**config.mk**
```make
export PLATFORM = sky130hd
export DESIGN_NAME = fdsp_top
export DESIGN_NICKNAME = d
export VERILOG_FILES = /design/src/hdl/fdsp_pkg.sv /design/src/hdl/fdsp_tick_if.sv /design/src/hdl/fdsp_top.sv /design/src/hdl/fdsp_baud.sv /design/src/hdl/fdsp_tx.sv
export SDC_FILE = /design/constraint.sdc
export NUM_CORES = 1
export LEC_CHECK = 0
export ABC_CLOCK_PERIOD_IN_PS = 1800
export BUFFER_PORTS_ARGS = -buffer_cell sky130_fd_sc_hd__buf_2
export CORE_MARGIN = 1.5
export CORE_UTILIZATION = 35
export CTS_CLUSTER_SIZE = 25
export DETAILED_ROUTE_END_ITERATION = 6
export RECOVER_POWER = 100
export SLEW_MARGIN = 20
export SYNTH_ARGS = -nofsm -noshare
export SYNTH_HDL_FRONTEND = slang
export SYNTH_SLANG_ARGS = --single-unit
```
**constraint.sdc**
```tcl
create_clock -name clk_i -period 1.8 [get_ports clk_i]
set_input_delay 0.09 -clock clk_i [delete_from_list [all_inputs] [get_ports clk_i]]
set_output_delay 0.09 -clock clk_i [all_outputs]
set_load 0.02 [all_outputs]
```
**src/hdl/fdsp_pkg.sv**
```systemverilog
// shared constants of the full duplex serial port
// assumes one system clock; register addresses are on the cpu register bus
package fdsp_pkg;
   // ----------------------------------------
   // register map
   // ----------------------------------------
   localparam logic [7:0] SERIAL_CONTROL_STATUS_ADDR = 8'h98;
   localparam logic [7:0] SERIAL_DATA_LOCATION_ADDR = 8'h99;
   localparam logic [7:0] SERIAL_CONTROL_STATUS_RESET = 8'h00;
   localparam logic [7:0] RD_NONE = 8'h00;
   localparam int B_SM0 = 7;
   localparam int B_SM1 = 6;
   localparam int B_MPE = 5;
   localparam int B_REN = 4;
   localparam int B_TB8 = 3;
   localparam int B_RB8 = 2;
   localparam int B_TI = 1;
   localparam int B_RI = 0;
   // ----------------------------------------
   // modes and timing
   // ----------------------------------------
   localparam logic [1:0] MODE_SHIFT = 2'h0;
   localparam logic [1:0] MODE_VAR8 = 2'h1;
   localparam logic [1:0] MODE_FIX9 = 2'h2;
   localparam logic [1:0] MODE_VAR9 = 2'h3;
   localparam logic [3:0] SHIFT_LAST = 4'hb;
   localparam logic [3:0] SHIFT_HALF = 4'h6;
   localparam logic [3:0] OS_LAST = 4'hf;
   localparam logic [3:0] OS_S1 = 4'h7;
   localparam logic [3:0] OS_S3 = 4'h9;
   localparam logic [3:0] BIT_LAST8 = 4'h7;
   localparam logic [3:0] STOP_IDX8 = 4'h9;
   localparam logic [3:0] STOP_IDX9 = 4'ha;
   localparam logic [1:0] PRE_SLOW = 2'h3;

   typedef enum logic [1:0] {RX_IDLE, RX_ASYNC, RX_SHIFT} fdsp_rx_state_t;

   function automatic logic is_nine(input logic [1:0] m);
      return m[1];
   endfunction

   function automatic logic [3:0] stop_idx(input logic [1:0] m);
      return is_nine(m) ? STOP_IDX9 : STOP_IDX8;
   endfunction
endpackage

```
**src/hdl/fdsp_tick_if.sv**
```systemverilog
// timing enables from the rate generator to the shifters
// assumes all users run on the same system clock
`timescale 1ns/1ps
interface fdsp_tick_if;
   logic m0_fall;
   logic m0_rise;
   logic rx_os;
   logic tx_os;
   modport src (output m0_fall, output m0_rise, output rx_os, output tx_os);
   modport snk (input m0_fall, input m0_rise, input rx_os, input tx_os);
endinterface

```
**src/hdl/fdsp_top.sv**
```systemverilog
// full duplex serial port: control register, receiver, line pins
// assumes the cpu register bus and timer overflow pulses run on clk_i
//
// Notes on behaviour
// - async modes transmit and receive concurrently; overrun loses one byte
// - data writes load transmitter, reads give receive buffer
// - shift mode: data on rxd, clock on txd
// - 8-bit mode: start, eight data, stop frame
// - 9-bit mode: ninth bit from control register
// - fixed 9-bit rate: clock/64 or clock/32
// - variable 9-bit mode same framing, timer rate
// - data write starts transmission in every mode
// - shift receive starts when flag clear, enabled and transmitter idle
// - async receive starts on start bit if enabled
// - bits 7 and 6 select the mode
// - multiprocessor: ninth bit zero suppresses receive flag
// - multiprocessor in 8-bit mode needs valid stop
// - bit 4 enables reception, software only
// - bit 3 is the transmitted ninth bit
// - bit 2 holds received ninth or stop bit
// - transmit flag at eighth bit end or stop
// - receive flag at eighth bit end or mid-stop
// - receive and transmit clocks chosen independently
// - per-direction select: timer 2 set, timer 1 clear
// - timer 2 baud is overflow rate over 16
// - double-rate bit doubles timer 1 and fixed rates
`timescale 1ns/1ps
module fdsp_top import fdsp_pkg::*; (
   // clock and reset
   input wire logic clk_i,
   input wire logic sys_rst_i,
   // cpu register bus
   input wire logic [7:0] sfr_addr_i,
   input wire logic sfr_wr_i,
   input wire logic sfr_rd_i,
   input wire logic [7:0] sfr_wdata_i,
   output logic [7:0] sfr_rdata_o,
   // baud sources
   input wire logic t1_ovf_i,
   input wire logic t2_ovf_i,
   input wire logic double_rate_bit_i,
   input wire logic rx_clock_source_select_i,
   input wire logic tx_clock_source_select_i,
   // flags toward the interrupt logic
   output logic tx_complete_flag_o,
   output logic rx_complete_flag_o,
   // line pins
   input wire logic rxd_i,
   output logic rxd_o,
   output logic rxd_oe_n_o,
   output logic txd_o
);
   fdsp_tick_if tk ();

   logic [1:0] mode_q;
   logic mpe_q;
   logic ren_q;
   logic tb8_q;
   logic rb8_q;
   logic ti_q;
   logic ri_q;
   logic [7:0] rxbuf_q;
   logic [7:0] rdata_q;
   logic wr_serial_control_status;
   logic wr_serial_data_location;
   logic [7:0] serial_control_status_rd;
   logic tx_line;
   logic tx_low;
   logic tx_busy;
   logic ti_set;
   logic rx_s1_q;
   logic rx_s2_q;
   logic rx_s3_q;
   logic rx_lvl_q;
   logic rx_prev_q;
   logic rx_fall;
   fdsp_rx_state_t st_q;
   logic [3:0] os_q;
   logic [3:0] bit_q;
   logic [8:0] sh_q;
   logic [1:0] vote_q;
   logic low_q;
   logic maj;
   logic rx_fin;
   logic m0_fin;
   logic nine_rx;
   logic [7:0] fin_data;
   logic fin_ninth;
   logic accept;
   logic ri_set;
   logic m0;
   logic m0_go;

   function automatic logic vote3(input logic a, input logic b, input logic c);
      return (a & b) | (a & c) | (b & c);
   endfunction

   assign m0 = (mode_q == MODE_SHIFT);

   // ----------------------------------------
   // register access
   // ----------------------------------------
   assign wr_serial_control_status = sfr_wr_i && (sfr_addr_i == SERIAL_CONTROL_STATUS_ADDR);
   assign wr_serial_data_location = sfr_wr_i && (sfr_addr_i == SERIAL_DATA_LOCATION_ADDR);

   always_ff @(posedge clk_i) begin
      if (sys_rst_i) begin
         mode_q <= SERIAL_CONTROL_STATUS_RESET[B_SM0:B_SM1];
         mpe_q <= SERIAL_CONTROL_STATUS_RESET[B_MPE];
         ren_q <= SERIAL_CONTROL_STATUS_RESET[B_REN];
         tb8_q <= SERIAL_CONTROL_STATUS_RESET[B_TB8];
      end else if (wr_serial_control_status) begin
         mode_q <= sfr_wdata_i[B_SM0:B_SM1];
         mpe_q <= sfr_wdata_i[B_MPE];
         ren_q <= sfr_wdata_i[B_REN];
         tb8_q <= sfr_wdata_i[B_TB8];
      end
   end

   // hardware set wins over a software write in the same cycle
   always_ff @(posedge clk_i) begin
      if (sys_rst_i) begin
         ti_q <= SERIAL_CONTROL_STATUS_RESET[B_TI];
      end else if (ti_set) begin
         ti_q <= 1'b1;
      end else if (wr_serial_control_status) begin
         ti_q <= sfr_wdata_i[B_TI];
      end
   end

   always_ff @(posedge clk_i) begin
      if (sys_rst_i) begin
         ri_q <= SERIAL_CONTROL_STATUS_RESET[B_RI];
      end else if (ri_set) begin
         ri_q <= 1'b1;
      end else if (wr_serial_control_status) begin
         ri_q <= sfr_wdata_i[B_RI];
      end
   end

   always_ff @(posedge clk_i) begin
      if (sys_rst_i) begin
         rb8_q <= SERIAL_CONTROL_STATUS_RESET[B_RB8];
      end else if (rx_fin && accept) begin
         rb8_q <= fin_ninth;
      end else if (wr_serial_control_status) begin
         rb8_q <= sfr_wdata_i[B_RB8];
      end
   end

   always_ff @(posedge clk_i) begin
      if (sys_rst_i) begin
         rxbuf_q <= '0;
      end else if (ri_set) begin
         rxbuf_q <= m0_fin ? {rx_lvl_q, sh_q[8:2]} : fin_data;
      end
   end

   assign serial_control_status_rd = {mode_q, mpe_q, ren_q, tb8_q, rb8_q, ti_q, ri_q};

   always_ff @(posedge clk_i) begin
      if (sys_rst_i) begin
         rdata_q <= RD_NONE;
      end else if (sfr_rd_i) begin
         case (sfr_addr_i)
            SERIAL_CONTROL_STATUS_ADDR: rdata_q <= serial_control_status_rd;
            SERIAL_DATA_LOCATION_ADDR: rdata_q <= rxbuf_q;
            default: rdata_q <= RD_NONE;
         endcase
      end
   end

   assign sfr_rdata_o = rdata_q;
   assign tx_complete_flag_o = ti_q;
   assign rx_complete_flag_o = ri_q;

   // ----------------------------------------
   // rate generator and transmitter
   // ----------------------------------------
   fdsp_baud u_baud (
      .clk_i(clk_i),
      .sys_rst_i(sys_rst_i),
      .mode_i(mode_q),
      .double_rate_i(double_rate_bit_i),
      .rx_src_t2_i(rx_clock_source_select_i),
      .tx_src_t2_i(tx_clock_source_select_i),
      .t1_ovf_i(t1_ovf_i),
      .t2_ovf_i(t2_ovf_i),
      .tk(tk)
   );

   // transmitter runs independently of the receiver
   fdsp_tx u_tx (
      .clk_i(clk_i),
      .sys_rst_i(sys_rst_i),
      .tk(tk),
      .mode_i(mode_q),
      .start_i(wr_serial_data_location),
      .data_i(sfr_wdata_i),
      .ninth_i(tb8_q),
      .line_o(tx_line),
      .m0_clk_low_o(tx_low),
      .busy_o(tx_busy),
      .ti_set_o(ti_set)
   );

   // ----------------------------------------
   // line input synchroniser
   // ----------------------------------------
   always_ff @(posedge clk_i) begin
      if (sys_rst_i) begin
         rx_s1_q <= 1'b1;
         rx_s2_q <= 1'b1;
         rx_s3_q <= 1'b1;
      end else begin
         rx_s1_q <= rxd_i;
         rx_s2_q <= rx_s1_q;
         rx_s3_q <= rx_s2_q;
      end
   end

   // a change counts only once stages two and three agree
   always_ff @(posedge clk_i) begin
      if (sys_rst_i) begin
         rx_lvl_q <= 1'b1;
         rx_prev_q <= 1'b1;
      end else begin
         if (rx_s2_q == rx_s3_q) begin
            rx_lvl_q <= rx_s3_q;
         end
         rx_prev_q <= rx_lvl_q;
      end
   end
   assign rx_fall = rx_prev_q && !rx_lvl_q;

   // ----------------------------------------
   // receiver
   // ----------------------------------------
   assign maj = vote3(vote_q[1], vote_q[0], rx_lvl_q);
   assign nine_rx = is_nine(mode_q);
   assign rx_fin = (st_q == RX_ASYNC) && tk.rx_os && (os_q == OS_S3)
      && (bit_q == stop_idx(mode_q));
   assign m0_fin = (st_q == RX_SHIFT) && tk.m0_rise && low_q && (bit_q == BIT_LAST8);
   assign fin_data = nine_rx ? sh_q[7:0] : sh_q[8:1];
   // stop bit stands in for the ninth bit in 8-bit mode
   assign fin_ninth = nine_rx ? sh_q[8] : maj;
   // a full buffer drops the new byte; flag filter for multiprocessor use
   assign accept = !ri_q && (!mpe_q || fin_ninth);
   assign ri_set = (rx_fin && accept) || m0_fin;
   // shift-mode reception waits for an idle transmitter
   assign m0_go = m0 && ren_q && !ri_q && !tx_busy && !wr_serial_data_location;

   always_ff @(posedge clk_i) begin
      if (sys_rst_i) begin
         st_q <= RX_IDLE;
         os_q <= '0;
         bit_q <= '0;
         sh_q <= '0;
         vote_q <= '0;
         low_q <= 1'b0;
      end else begin
         case (st_q)
            RX_IDLE: begin
               os_q <= '0;
               bit_q <= '0;
               low_q <= 1'b0;
               if (m0_go) begin
                  st_q <= RX_SHIFT;
               end else if (!m0 && ren_q && rx_fall) begin
                  st_q <= RX_ASYNC;
               end
            end
            RX_ASYNC: begin
               if (tk.rx_os) begin
                  os_q <= os_q + 4'h1;
                  if (os_q >= OS_S1 && os_q < OS_S3) begin
                     vote_q <= {vote_q[0], rx_lvl_q};
                  end
                  if (os_q == OS_S3) begin
                     bit_q <= bit_q + 4'h1;
                     if (bit_q == '0 && maj) begin
                        st_q <= RX_IDLE;
                     end else if (bit_q == stop_idx(mode_q)) begin
                        st_q <= RX_IDLE;
                     end else if (bit_q != '0) begin
                        sh_q <= {maj, sh_q[8:1]};
                     end
                  end
               end
            end
            RX_SHIFT: begin
               if (tk.m0_fall) begin
                  low_q <= 1'b1;
               end else if (tk.m0_rise && low_q) begin
                  low_q <= 1'b0;
                  sh_q <= {rx_lvl_q, sh_q[8:1]};
                  bit_q <= bit_q + 4'h1;
                  if (bit_q == BIT_LAST8) begin
                     st_q <= RX_IDLE;
                  end
               end
            end
            default: st_q <= RX_IDLE;
         endcase
      end
   end

   // ----------------------------------------
   // pins
   // ----------------------------------------
   // shift mode: txd is the shift clock, idle high
   assign txd_o = m0 ? !(tx_low || low_q) : tx_line;
   assign rxd_o = tx_line;
   assign rxd_oe_n_o = !(m0 && tx_busy);

   // ----------------------------------------
   // checks
   // ----------------------------------------
   ri_set_wins_a: assert property (@(posedge clk_i) disable iff (sys_rst_i)
      ri_set && wr_serial_control_status && !sfr_wdata_i[B_RI] |=> ri_q)
      else $error("receive flag clear beat a completion");
   overrun_keep_a: assert property (@(posedge clk_i) disable iff (sys_rst_i)
      rx_fin && ri_q && !wr_serial_control_status |=> $stable(rxbuf_q) && ri_q)
      else $error("overrun replaced the unread byte");
   mpe_filter_a: assert property (@(posedge clk_i) disable iff (sys_rst_i)
      rx_fin && mpe_q && nine_rx && !sh_q[8] && !ri_q && !wr_serial_control_status |=> !ri_q)
      else $error("address filter let a data frame through");
   ren_gate_a: assert property (@(posedge clk_i) disable iff (sys_rst_i)
      st_q == RX_IDLE && !ren_q |=> st_q == RX_IDLE)
      else $error("reception started while disabled");
   shift_start_a: assert property (@(posedge clk_i) disable iff (sys_rst_i)
      st_q == RX_IDLE && m0_go |=> st_q == RX_SHIFT)
      else $error("shift mode reception did not start");
   serial_data_location_read_a: assert property (@(posedge clk_i) disable iff (sys_rst_i)
      sfr_rd_i && sfr_addr_i == SERIAL_DATA_LOCATION_ADDR |=> sfr_rdata_o == $past(rxbuf_q))
      else $error("data read did not return the receive buffer");
   tx_launch_a: assert property (@(posedge clk_i) disable iff (sys_rst_i)
      wr_serial_data_location |=> tx_busy [*2])
      else $error("data write did not start a transmission");
   shift_clk_idle_a: assert property (@(posedge clk_i) disable iff (sys_rst_i)
      m0 && !tx_busy && st_q == RX_IDLE && !$past(tx_busy) |-> txd_o)
      else $error("shift clock active with nothing to shift");
endmodule

```
**src/hdl/fdsp_baud.sv**
```systemverilog
// rate generator: shift-mode phases and 16x oversample enables per direction
// assumes timer overflow pulses are one-cycle pulses on clk_i
`timescale 1ns/1ps
module fdsp_baud import fdsp_pkg::*; (
   // clock and reset
   input wire logic clk_i,
   input wire logic sys_rst_i,
   // configuration
   input wire logic [1:0] mode_i,
   input wire logic double_rate_i,
   input wire logic rx_src_t2_i,
   input wire logic tx_src_t2_i,
   input wire logic t1_ovf_i,
   input wire logic t2_ovf_i,
   // enables
   fdsp_tick_if.src tk
);
   logic [3:0] div_q;
   logic [1:0] pre_q;
   logic t1_half_q;
   logic fix_tick;
   logic t1_tick;
   logic [1:0] sel;
   logic [1:0] os;

   // ----------------------------------------
   // shift mode: one bit every twelve clocks
   // ----------------------------------------
   always_ff @(posedge clk_i) begin
      if (sys_rst_i || div_q == SHIFT_LAST) begin
         div_q <= '0;
      end else begin
         div_q <= div_q + 4'h1;
      end
   end
   assign tk.m0_fall = (div_q == '0);
   assign tk.m0_rise = (div_q == SHIFT_HALF);

   // ----------------------------------------
   // oversample sources
   // ----------------------------------------
   always_ff @(posedge clk_i) begin
      if (sys_rst_i) begin
         pre_q <= '0;
      end else begin
         pre_q <= pre_q + 2'h1;
      end
   end

   always_ff @(posedge clk_i) begin
      if (sys_rst_i) begin
         t1_half_q <= 1'b0;
      end else if (t1_ovf_i) begin
         t1_half_q <= ~t1_half_q;
      end
   end

   // 16 samples per bit: 64 or 32 clocks per bit in the fixed mode
   assign fix_tick = double_rate_i ? pre_q[0] : (pre_q == PRE_SLOW);
   // timer 1 rate is halved unless doubled; timer 2 overflow is the 16x rate
   assign t1_tick = t1_ovf_i && (double_rate_i || t1_half_q);
   assign sel = {tx_src_t2_i, rx_src_t2_i};

   for (genvar i = 0; i < 2; i++) begin : g_dir
      assign os[i] = (mode_i == MODE_FIX9) ? fix_tick : (sel[i] ? t2_ovf_i : t1_tick);
   end
   assign tk.rx_os = os[0];
   assign tk.tx_os = os[1];
endmodule

```
**src/hdl/fdsp_tx.sv**
```systemverilog
// transmit shifter for all four modes
// assumes start_i is a one-cycle pulse and mode is held during a frame
`timescale 1ns/1ps
module fdsp_tx import fdsp_pkg::*; (
   // clock and reset
   input wire logic clk_i,
   input wire logic sys_rst_i,
   // enables
   fdsp_tick_if.snk tk,
   // request
   input wire logic [1:0] mode_i,
   input wire logic start_i,
   input wire logic [7:0] data_i,
   input wire logic ninth_i,
   // line and status
   output logic line_o,
   output logic m0_clk_low_o,
   output logic busy_o,
   output logic ti_set_o
);
   logic [10:0] sh_q;
   logic [3:0] bit_q;
   logic [3:0] os_q;
   logic busy_q;
   logic low_q;
   logic ti_q;
   logic m0;

   assign m0 = (mode_i == MODE_SHIFT);

   // ----------------------------------------
   // shifter; a new write restarts the frame
   // ----------------------------------------
   always_ff @(posedge clk_i) begin
      ti_q <= 1'b0;
      if (sys_rst_i) begin
         sh_q <= '1;
         bit_q <= '0;
         os_q <= '0;
         busy_q <= 1'b0;
         low_q <= 1'b0;
      end else if (start_i) begin
         sh_q <= m0 ? {3'h7, data_i} : {1'b1, is_nine(mode_i) ? ninth_i : 1'b1, data_i, 1'b0};
         bit_q <= '0;
         os_q <= '0;
         busy_q <= 1'b1;
         low_q <= 1'b0;
      end else if (busy_q && m0) begin
         if (tk.m0_fall) begin
            low_q <= 1'b1;
         end else if (tk.m0_rise && low_q) begin
            low_q <= 1'b0;
            sh_q <= {1'b1, sh_q[10:1]};
            bit_q <= bit_q + 4'h1;
            if (bit_q == BIT_LAST8) begin
               busy_q <= 1'b0;
               ti_q <= 1'b1;
            end
         end
      end else if (busy_q && tk.tx_os) begin
         os_q <= os_q + 4'h1;
         if (os_q == OS_LAST) begin
            sh_q <= {1'b1, sh_q[10:1]};
            bit_q <= bit_q + 4'h1;
            // flag raised as the stop bit goes out
            ti_q <= (bit_q + 4'h1 == stop_idx(mode_i));
            busy_q <= (bit_q != stop_idx(mode_i));
         end
      end
   end

   assign line_o = sh_q[0];
   assign m0_clk_low_o = low_q;
   assign busy_o = busy_q;
   assign ti_set_o = ti_q;

   // ----------------------------------------
   // checks
   // ----------------------------------------
   tx_start_bit_a: assert property (@(posedge clk_i) disable iff (sys_rst_i)
      start_i && !m0 |=> !line_o && busy_o)
      else $error("async frame did not open with a zero start bit");
   tx_stop_flag_a: assert property (@(posedge clk_i) disable iff (sys_rst_i)
      ti_set_o && !m0 && !$past(start_i) |-> line_o && busy_o)
      else $error("transmit flag not raised at the stop bit");
endmodule

```
# Word-level counts from Yosys, hierarchy flattened
# Index checks and enable logic that the tools add are counted.
# classes
order_cmp	2
n_reduce_logical	66
n_div	0
add_sub_neg	6
n_bitwise	7
mux	73
multipliers	0
shift	0
n_eq_ne	32
# ops
op	n
11-bit two-way mux	6
9-bit two-way mux	7
4-bit two-way mux	10
1-bit two-way mux	31
1-bit logical AND	24
4-bit by 1-bit adder with 4-bit output (second input constant)	5
2-bit two-way mux	10
9-bit case mux with 2 select lines	1
2-bit nonzero test	9
8-bit equality test (second input constant)	2
8-bit two-way mux	2
8-bit case mux with 2 select lines	1
4-bit by 3-bit equality test with 1-bit output (second input constant)	3
4-bit equality test (second input constant)	3
4-bit case mux with 3 select lines	1
10-bit two-way mux	1
2-bit by 1-bit inequality test with 1-bit output (second input constant)	5
2-bit inequality test (second input constant)	5
5-bit AND reduction	2
3-bit by 2-bit inequality test with 1-bit output (second input constant)	3
3-bit nonzero test	3
4-bit equality test	2
1-bit zero test	8
4-bit zero test	2
24 further kinds	40
# totals
latchBits	0
output_inout_bits	13
rom_bits	0
register_bits	80
input_bits	26
mem_bits_rw	0
memories	0

# Depth between registers and ports, before layout
# Gate-level depths: netlist (run 1).
# logic_depth
depth_word	10
ltp_mapped	9
depth_no_buf	7

# Cells and area by module
# A second synthesis (run 1) with hierarchy kept.
# hier_totals
cells_unflattened	463
area_unflattened_um2	4304.1
# by_module_without_submodules
module	area_per_inst_um2	cells_per_inst	instances
fdsp_top	2782.7	301	1
fdsp_tx	1158.6	122	1
fdsp_baud	362.8	40	1

# Least setup slack after synthesis (run 1)
# No wires, ideal clock.
# synth_timing
path_kind	reg-to-reg
from	register u_baud.pre_q[0]
to	register os_q[1]
synth_period_minus_slack_ns	1.950
path_buffers	1
slack_ns	-0.150
path_stages_with_launch	8
t_arrival_ns	1.884
path_cell_list	dfxtp_1 -> ha_1 -> mux2_4 -> or3_4 -> and3_4 -> buf_6 -> or3_4 -> a21oi_2
# synth_between
elab_chain_len	5
# synth_lines
item	line_no	text
from (decl)	fdsp_baud.sv:19	logic [1:0] pre_q;
from (signal assigned)	fdsp_baud.sv:46	pre_q <= pre_q + 2'h1;
2-bit equality test	fdsp_baud.sv:59	assign fix_tick = double_rate_i ? pre_q[0] : (pre_q == PRE_SLOW);
1-bit two-way mux *	fdsp_baud.sv:59	
1-bit two-way mux *	fdsp_baud.sv:65	assign os[i] = (mode_i == MODE_FIX9) ? fix_tick : (sel[i] ? t2_ovf_i : t1_tick);
2-bit inequality test (no line) *	--	
2-bit AND reduction (no line) *	--	
to (signal assigned)	fdsp_top.sv:275	os_q <= os_q + 4'h1;
to (decl)	fdsp_top.sv:78	logic [3:0] os_q;
# Every way passes the cells marked *; elsewhere a longest branch is shown, timed or not.
# A chain may end at the register's enable or synchronous reset.

# Worst setup path after layout (run 1)
# Ends and elaborated chain as after synthesis.

==> results.json, run 1 <==
{
  "status": "finished with violations",
  "violations": "negative setup slack",
  "viasPerCell": 5.41,
  "synthMostInstantiatedCell": "dfxtp_1",
  "syn2layout_area_growth_pct": 27.2,
  "cts_max_level": 3,
  "total_power_mw": 3.67,
  "internal-power_mw": 2.79,
  "end_kind": "register",
  "n_antenna_cell": 0,
  "r2r-start": "u_baud.pre_q[0]$_SDFF_PP0_",
  "slew_violations": 0,
  "synth_cells": 488,
  "rsz0062_at_grt": "true",
  "synth_area_mm2": 0.00423,
  "hold_path_end": "u_baud.t1_half_q$_SDFFE_PP0P_",
  "min_from": "t1_ovf_i",
  "cts_tree": "done",
  "grt_pass1_vias": 3784,
  "die_x_um": 113,
  "gr-total-overflow": 0,
  "setup_slack_ps": -67.9,
  "ys_ff_latch": 79,
  "maxCapViolations": 0,
  "routed_wl_um": 11000,
  "synth_cell_types": 68,
  "final.period_utilization_pct": 104,
  "synth_top_family_by_area": "simple AND/OR/NAND/NOR gates",
  "synth-xor-area-share_pct": 0.415,
  "synth_nets": 528,
  "seq_power_share_pct": 48.3,
  "synthSimpleGateAreaFrac_pct": 23.2,
  "yosysWarnings": 0,
  "port_buffers": 38,
  "synthTopCellsByCount": "dfxtp_1, nor2_1, nand2_1, mux2i_1, a21oi_1",
  "rrSetupSlack_ps": -70,
  "grt_pass1_wl_um": 18200,
  "rows": 39,
  "wl_per_cell_um": 15.3,
  "synth.top_cells.by_area": "dfxtp_1, mux2i_1, ha_1, a21oi_1, nor2_1",
  "setup_viol": 11,
  "async_flop_share_pct": 0,
  "hold_ws_ps": 7.00,
  "synth_fa_ha_area_share_pct": 4.38,
  "place_hpwl_um": 8060,
  "r2r_cells": 6,
  "syn_avg_cell_area_um2": 8.66,
  "initial_utilization_pct": 36.4,
  "power_switching_uw": 879,
  "clockBufferDepth": 2,
  "clk_pin_slew_ps": 60,
  "fmax_mhz": 535,
  "finClkSkew_ps": 5.05,
  "dr.pass1.iters": 5,
  "max_slew.worst_pin.slew_ps": 720,
  "die-area_mm2": 0.0127,
  "relSlewSlack_pct": 51.9,
  "power.density_mw_per_mm2": 683,
  "ios": 39,
  "drive_above_1_share_pct": 31.1,
  "insertion_delay_ps": 340,
  "peakVddDrop_v": 0.000376,
  "layout.nets": 611,
  "cts_root_buffer": "clkbuf_16",
  "synth_top_area_share_pct": 37.4,
  "reg2reg_to": "os_q[1]$_SDFFE_PP0P_",
  "holdPathStages": 3,
  "drtAntennaViolNets": 0,
  "synth_edf_count": 0,
  "hold_violations": 0,
  "cts_buffers": 9,
  "p_leak_nw": 2.08,
  "synth_ff_type": "dfxtp_1",
  "via_count": 3893,
  "period_needed_ps": 1870,
  "p_sw_share_pct": 24.0,
  "yosysSeqAreaShare_pct": 37.4,
  "core_area_mm2": 0.0116,
  "post-route-drc-count": 0,
  "synth.area.mux_share_pct": 10.3,
  "grt_max_degree": 50,
  "final_util_pct": 46.3,
  "pwr-share-clk_pct": 46.3,
  "antenna_found_initial": 0,
  "cts_sinks": 79,
  "gp_congestion": 0.814,
  "initialDrtViolationCount": 227,
  "start_kind": "register",
  "grt_usage_pct": 17.7,
  "synth.largest_area_cell": "dfxtp_1",
  "die_h_um": 113,
  "cp.arrival_ps": 2140,
  "critPathKind": "reg2reg",
  "crit_required_ps": 2070,
  "cp_max_fo": 4,
  "min_path_type": "in2reg",
  "synth_compound_area_share_pct": 18.2,
  "comb_power_share_pct": 5.4
}
==> worst max path at each step <==
stage	startpoint	endpoint	slack, ps	depth (start not counted)
floorplan	u_baud.pre_q[0]$_SDFF_PP0_	os_q[1]$_SDFFE_PP0P_	-130	7
global placement	mode_q[1]$_SDFFE_PP0P_	sh_q[0]$_SDFFE_PP0P_	-160	7
detailed placement	mode_q[1]$_SDFFE_PP0P_	sh_q[0]$_SDFFE_PP0P_	-130	7
CTS	u_baud.pre_q[0]$_SDFF_PP0_	os_q[1]$_SDFFE_PP0P_	-60	6
global route	u_baud.pre_q[0]$_SDFF_PP0_	os_q[1]$_SDFFE_PP0P_	-110	6
finish	u_baud.pre_q[0]$_SDFF_PP0_	os_q[1]$_SDFFE_PP0P_	-70	6
==> cell type report <==
| cell class | instances | area (um^2) |
|---|---|---|
| tap | 143 | 179 |
| sequential | 79 | 1590 |
| clock inverter | 6 | 45.0 |
| clock buffer | 10 | 229 |
| fill | 1099 | 6240 |
| multi-input combinational | 359 | 2530 |
| timing repair buffer | 101 | 714 |
| inverter | 21 | 78.8 |
==> layer usage <==
| metal | up-vias | share of wire, % | global-route usage, % |
|---|---|---|---|
| met5 | - | 0 | 0 |
| met4 | 0 | 1.7 | 6.08 |
| met3 | 13 | 2.9 | 3.32 |
| met2 | 57 | 49 | 30.5 |
| met1 | 1875 | 46 | 22.3 |
| li1 | 1948 | - | - |
==> critical path, cell delays in order (launching register included) <==
cell and delay (ps):
dfxtp_2 320, ha_2 160, mux2_4 300, or3_4 340, and3_4 190, or3_4 360
a21oi_2 130
==> layout by cell type (no fill, tap or decap), drive strengths merged, types with 6 or more instances in the layout <==
master / netlist / routed
nand3: 21 / 21
nor3: 9 / 9
or3: 7 / 7
nand3b: 6 / 6
a21oi: 33 / 33
ha: 14 / 14
o21ai: 30 / 30
inv: 21 / 22
o221ai: 9 / 9
buf: 9 / 100
a22oi: 12 / 12
mux2: 9 / 9
dfxtp: 79 / 79
nand2: 34 / 34
nor2: 40 / 40
mux2i: 33 / 33
clkbuf: 20 / 10
nor2b: 14 / 14
a31oi: 15 / 15
nand4: 10 / 10
==> repair_timing <==
| item | 4_1_cts | 5_1_grt |
|---|---|---|
| endpoints found under the hold margin | 1 | 0 |
| pin swaps | 6 | 7 |
| setup endpoints to repair | 37 | 45 |
| setup buffers | 0 | 2 |
| resized for setup | 12 | 37 |
| hold buffers | 1 | 0 |
==> state kept, by name, indices dropped and copies added (netlist names), 8 cells and up <==
signal and cells:
rxbuf_q 8, sfr_rdata_o 8, sh_q 9, u_tx.sh_q 10
==> power by group through the flow <==
stage / clock (mW) / sequential [mW] / combinational (mW)
floorplan: 0 / 1.81 / 0.0958
global route: 1.80 / 1.77 / 0.218
finish: 1.70 / 1.77 / 0.198
detailed placement: 0 / 1.81 / 0.187
global placement: 0 / 1.81 / 0.181
CTS: 1.73 / 1.77 / 0.193
==> cells by family after synthesis <==
| family | after synthesis |
|---|---|
| AO/OA/AOI/OAI | 121 |
| buffers and inverters | 50 |
| flip-flops | 79 |
| multiplexers | 42 |
| AND/OR/NAND/NOR | 179 |
| adder cells (fa/ha/maj) | 15 |
| XOR/XNOR | 2 |
==> through the flow <==
step	setup TNS (ps)	setup slack (ps)	instances	cell area, um^2
final	-168	-67.9	719	5370
after global routing	-1410	-108	719	5370
after CTS	-524	-63.5	717	5240
after detailed placement	-1260	-126	700	4920
after global placement	-1100	-160	700	4920
after floorplan	-666	-132	488	4240
(Power assumes the default switching activity.)
==> run 2, diff against run 1 <==
- CORE_UTILIZATION: 35 -> 40
==> run 2 against run 1 <==
The run still ends with negative setup slack left. Sequential power about the same. Critical path depth unchanged. Via count increased by 0.15%. Hold slack improved by 4.0 ps. Combinational power decreased by 5%. Die area decreased by 12%. Count of clock-buffer cells in the layout unchanged. Utilization increased by 5.6 points. Routed wire length decreased by 2.3%. Register-to-register slack about the same. Largest cell class unchanged. Highest routed layer unchanged.
==> results.json, run 2 (synthesis gave the netlist of run 1 again) <==
{
  "viasPerCell": 5.43,
  "comb_power_share_pct": 6.0,
  "drtAntennaViolNets": 0,
  "finClkSkew_ps": 11.4,
  "grt_max_degree": 27,
  "syn2layout_area_growth_pct": 26.1,
  "gr-total-overflow": 0,
  "regMostFlops": "u_tx.sh_q",
  "fmax_mhz": 537,
  "setup_slack_ps": -62.9,
  "reg.largest.list": "u_tx.sh_q x10, sh_q x9",
  "die_x_um": 106,
  "cts_root_buffer": "clkbuf_8",
  "routed_wl_um": 10700,
  "path_buf_inv": 0,
  "place_hpwl_um": 7700,
  "critPathMaxStageDelay_ps": 360,
  "relSlewSlack_pct": 74.4,
  "grt_pass1_wl_um": 17600,
  "setup_viol": 3,
  "grt_pass1_vias": 3692,
  "seq_power_share_pct": 56.0,
  "rows": 37,
  "power_switching_uw": 815,
  "gp_congestion": 0.815,
  "initialDrtViolationCount": 198,
  "cts_max_level": 3,
  "crit_slowest_cell": "or3_4",
  "rsz0062_at_grt": "true",
  "crit_required_ps": 2090,
  "critPathKind": "reg2reg",
  "die_h_um": 106,
  "hold_ws_ps": 11.0,
  "clockBufferDepth": 2,
  "path_common_cell": "or3_4",
  "hold_violations": 0,
  "min_path_type": "in2reg",
  "core_area_mm2": 0.0103,
  "period_needed_ps": 1860,
  "p_sw_share_pct": 25.7,
  "cts_buffers": 9,
  "initial_utilization_pct": 41.1,
  "maxCapViolations": 0,
  "cts_sinks": 79,
  "dr.pass1.iters": 4,
  "final_common_cell": "dfxtp_1",
  "final.period_utilization_pct": 103,
  "end_kind": "register",
  "die-area_mm2": 0.0112,
  "via_count": 3899,
  "layout.nets": 617,
  "clk_pin_slew_ps": 90,
  "crit_chain": "ha_2 > mux2_4 > or3_4 > and3_4 > or3_4 > a21oi_2",
  "insertion_delay_ps": 360,
  "layout_common_cells": "dfxtp_1, buf_4, nor2_1, buf_2, nand2_1",
  "grt_usage_pct": 19.6,
  "antenna_found_initial": 0,
  "max_slew.worst_pin.slew_ps": 381,
  "cts_tree": "done",
  "port_buffers": 38,
  "dp_slack_ps": -174,
  "cp_max_fo": 4,
  "drive_above_1_share_pct": 31.8,
  "critPathTopFamily": "simple AND/OR/NAND/NOR gates",
  "power.density_mw_per_mm2": 594,
  "largest_reg_flops": 10,
  "pwr-share-clk_pct": 38.1,
  "violations": "negative setup slack",
  "ios": 39,
  "slew_violations": 0,
  "internal-power_mw": 2.35,
  "status": "finished with violations",
  "start_kind": "register",
  "wl_per_cell_um": 15.0,
  "post-route-drc-count": 0,
  "n_antenna_cell": 0,
  "p_leak_nw": 2.09,
  "peakVddDrop_v": 0.000320,
  "cp.arrival_ps": 2150
}
run 2: cell types whose count changed in the layout (fill, tap and decap cells not counted), sizes merged:
cell         previous run  this run
buf                   100       104
clkinv                  2         1
dlygate4sd3             1         3
inv                    22        23
run 2: final cells by class:
class / count / area, um^2
Fill cell: 995 / 4950
Multi-Input combinational cell: 359 / 2570
Sequential cell: 79 / 1590
Timing Repair Buffer: 107 / 749
Tap cell: 136 / 170
Clock buffer: 10 / 128
Inverter: 21 / 78.8
Clock inverter: 6 / 45.0
run 2: repair_timing:
| action | in CTS | in global routing |
|---|---|---|
| setup endpoints to repair | 39 | 40 |
| hold buffers | 3 | 0 |
| resized for setup | 16 | 36 |
| setup buffers | 2 | 1 |
| pin swaps | 7 | 8 |
| endpoints found under the hold margin | 3 | 0 |
| cloned | 0 | 1 |
run 2: path summary, 6_finish.rpt:
kind | from | endpoint | slack (ps) | cells past startpoint
worst max-delay path | u_baud.pre_q[0]$_SDFF_PP0_ | os_q[1]$_SDFFE_PP0P_ | -60 | 6
worst min-delay path | sfr_wdata_i[4] | ren_q$_SDFFE_PP0P_ | 10 | 3
worst max register to register | u_baud.pre_q[0]$_SDFF_PP0_ | os_q[1]$_SDFFE_PP0P_ | -60 | 6
worst min register to register | rx_s1_q$_SDFF_PP1_ | rx_s2_q$_SDFF_PP1_ | 420 | 1
run 2: stage by stage:
stage / power, mW / utilization [%] / area, um^2 / std cells / TNS (ps)
after CTS: 3.18 / 50.5 / 5190 / 716 / -102
after global placement: 1.98 / 47.8 / 4910 / 695 / -2520
after detailed placement: 1.99 / 47.8 / 4910 / 695 / -3300
after floorplan: 1.91 / - / 4240 / 488 / -666
final: 3.17 / 51.9 / 5330 / 718 / -137
after global routing: 3.28 / 51.9 / 5330 / 718 / -792
run 2: worst reg2reg max path, cell delays in order, from the launching register on:
cell	delay (ps)
dfxtp_2	330
ha_2	160
mux2_4	300
or3_4	340
and3_4	170
or3_4	360
a21oi_2	120
run 2: metal layers:
layer | vias to the layer above | global-route usage [%] | wire length [um]
li1 | 1961 | - | -
met1 | 1878 | 26.0 | 5080
met2 | 48 | 32.0 | 5240
met3 | 12 | 3.03 | 281
met4 | 0 | 7.14 | 145
met5 | - | 0 | 0
run 2: power by group through the flow:
| stage | sequential (mW) | combinational (mW) | clock (mW) |
|---|---|---|---|
| global placement | 1.81 | 0.170 | 0 |
| global route | 1.78 | 0.209 | 1.30 |
| floorplan | 1.81 | 0.0958 | 0 |
| finish | 1.77 | 0.189 | 1.21 |
| CTS | 1.77 | 0.185 | 1.22 |
| detailed placement | 1.81 | 0.174 | 0 |
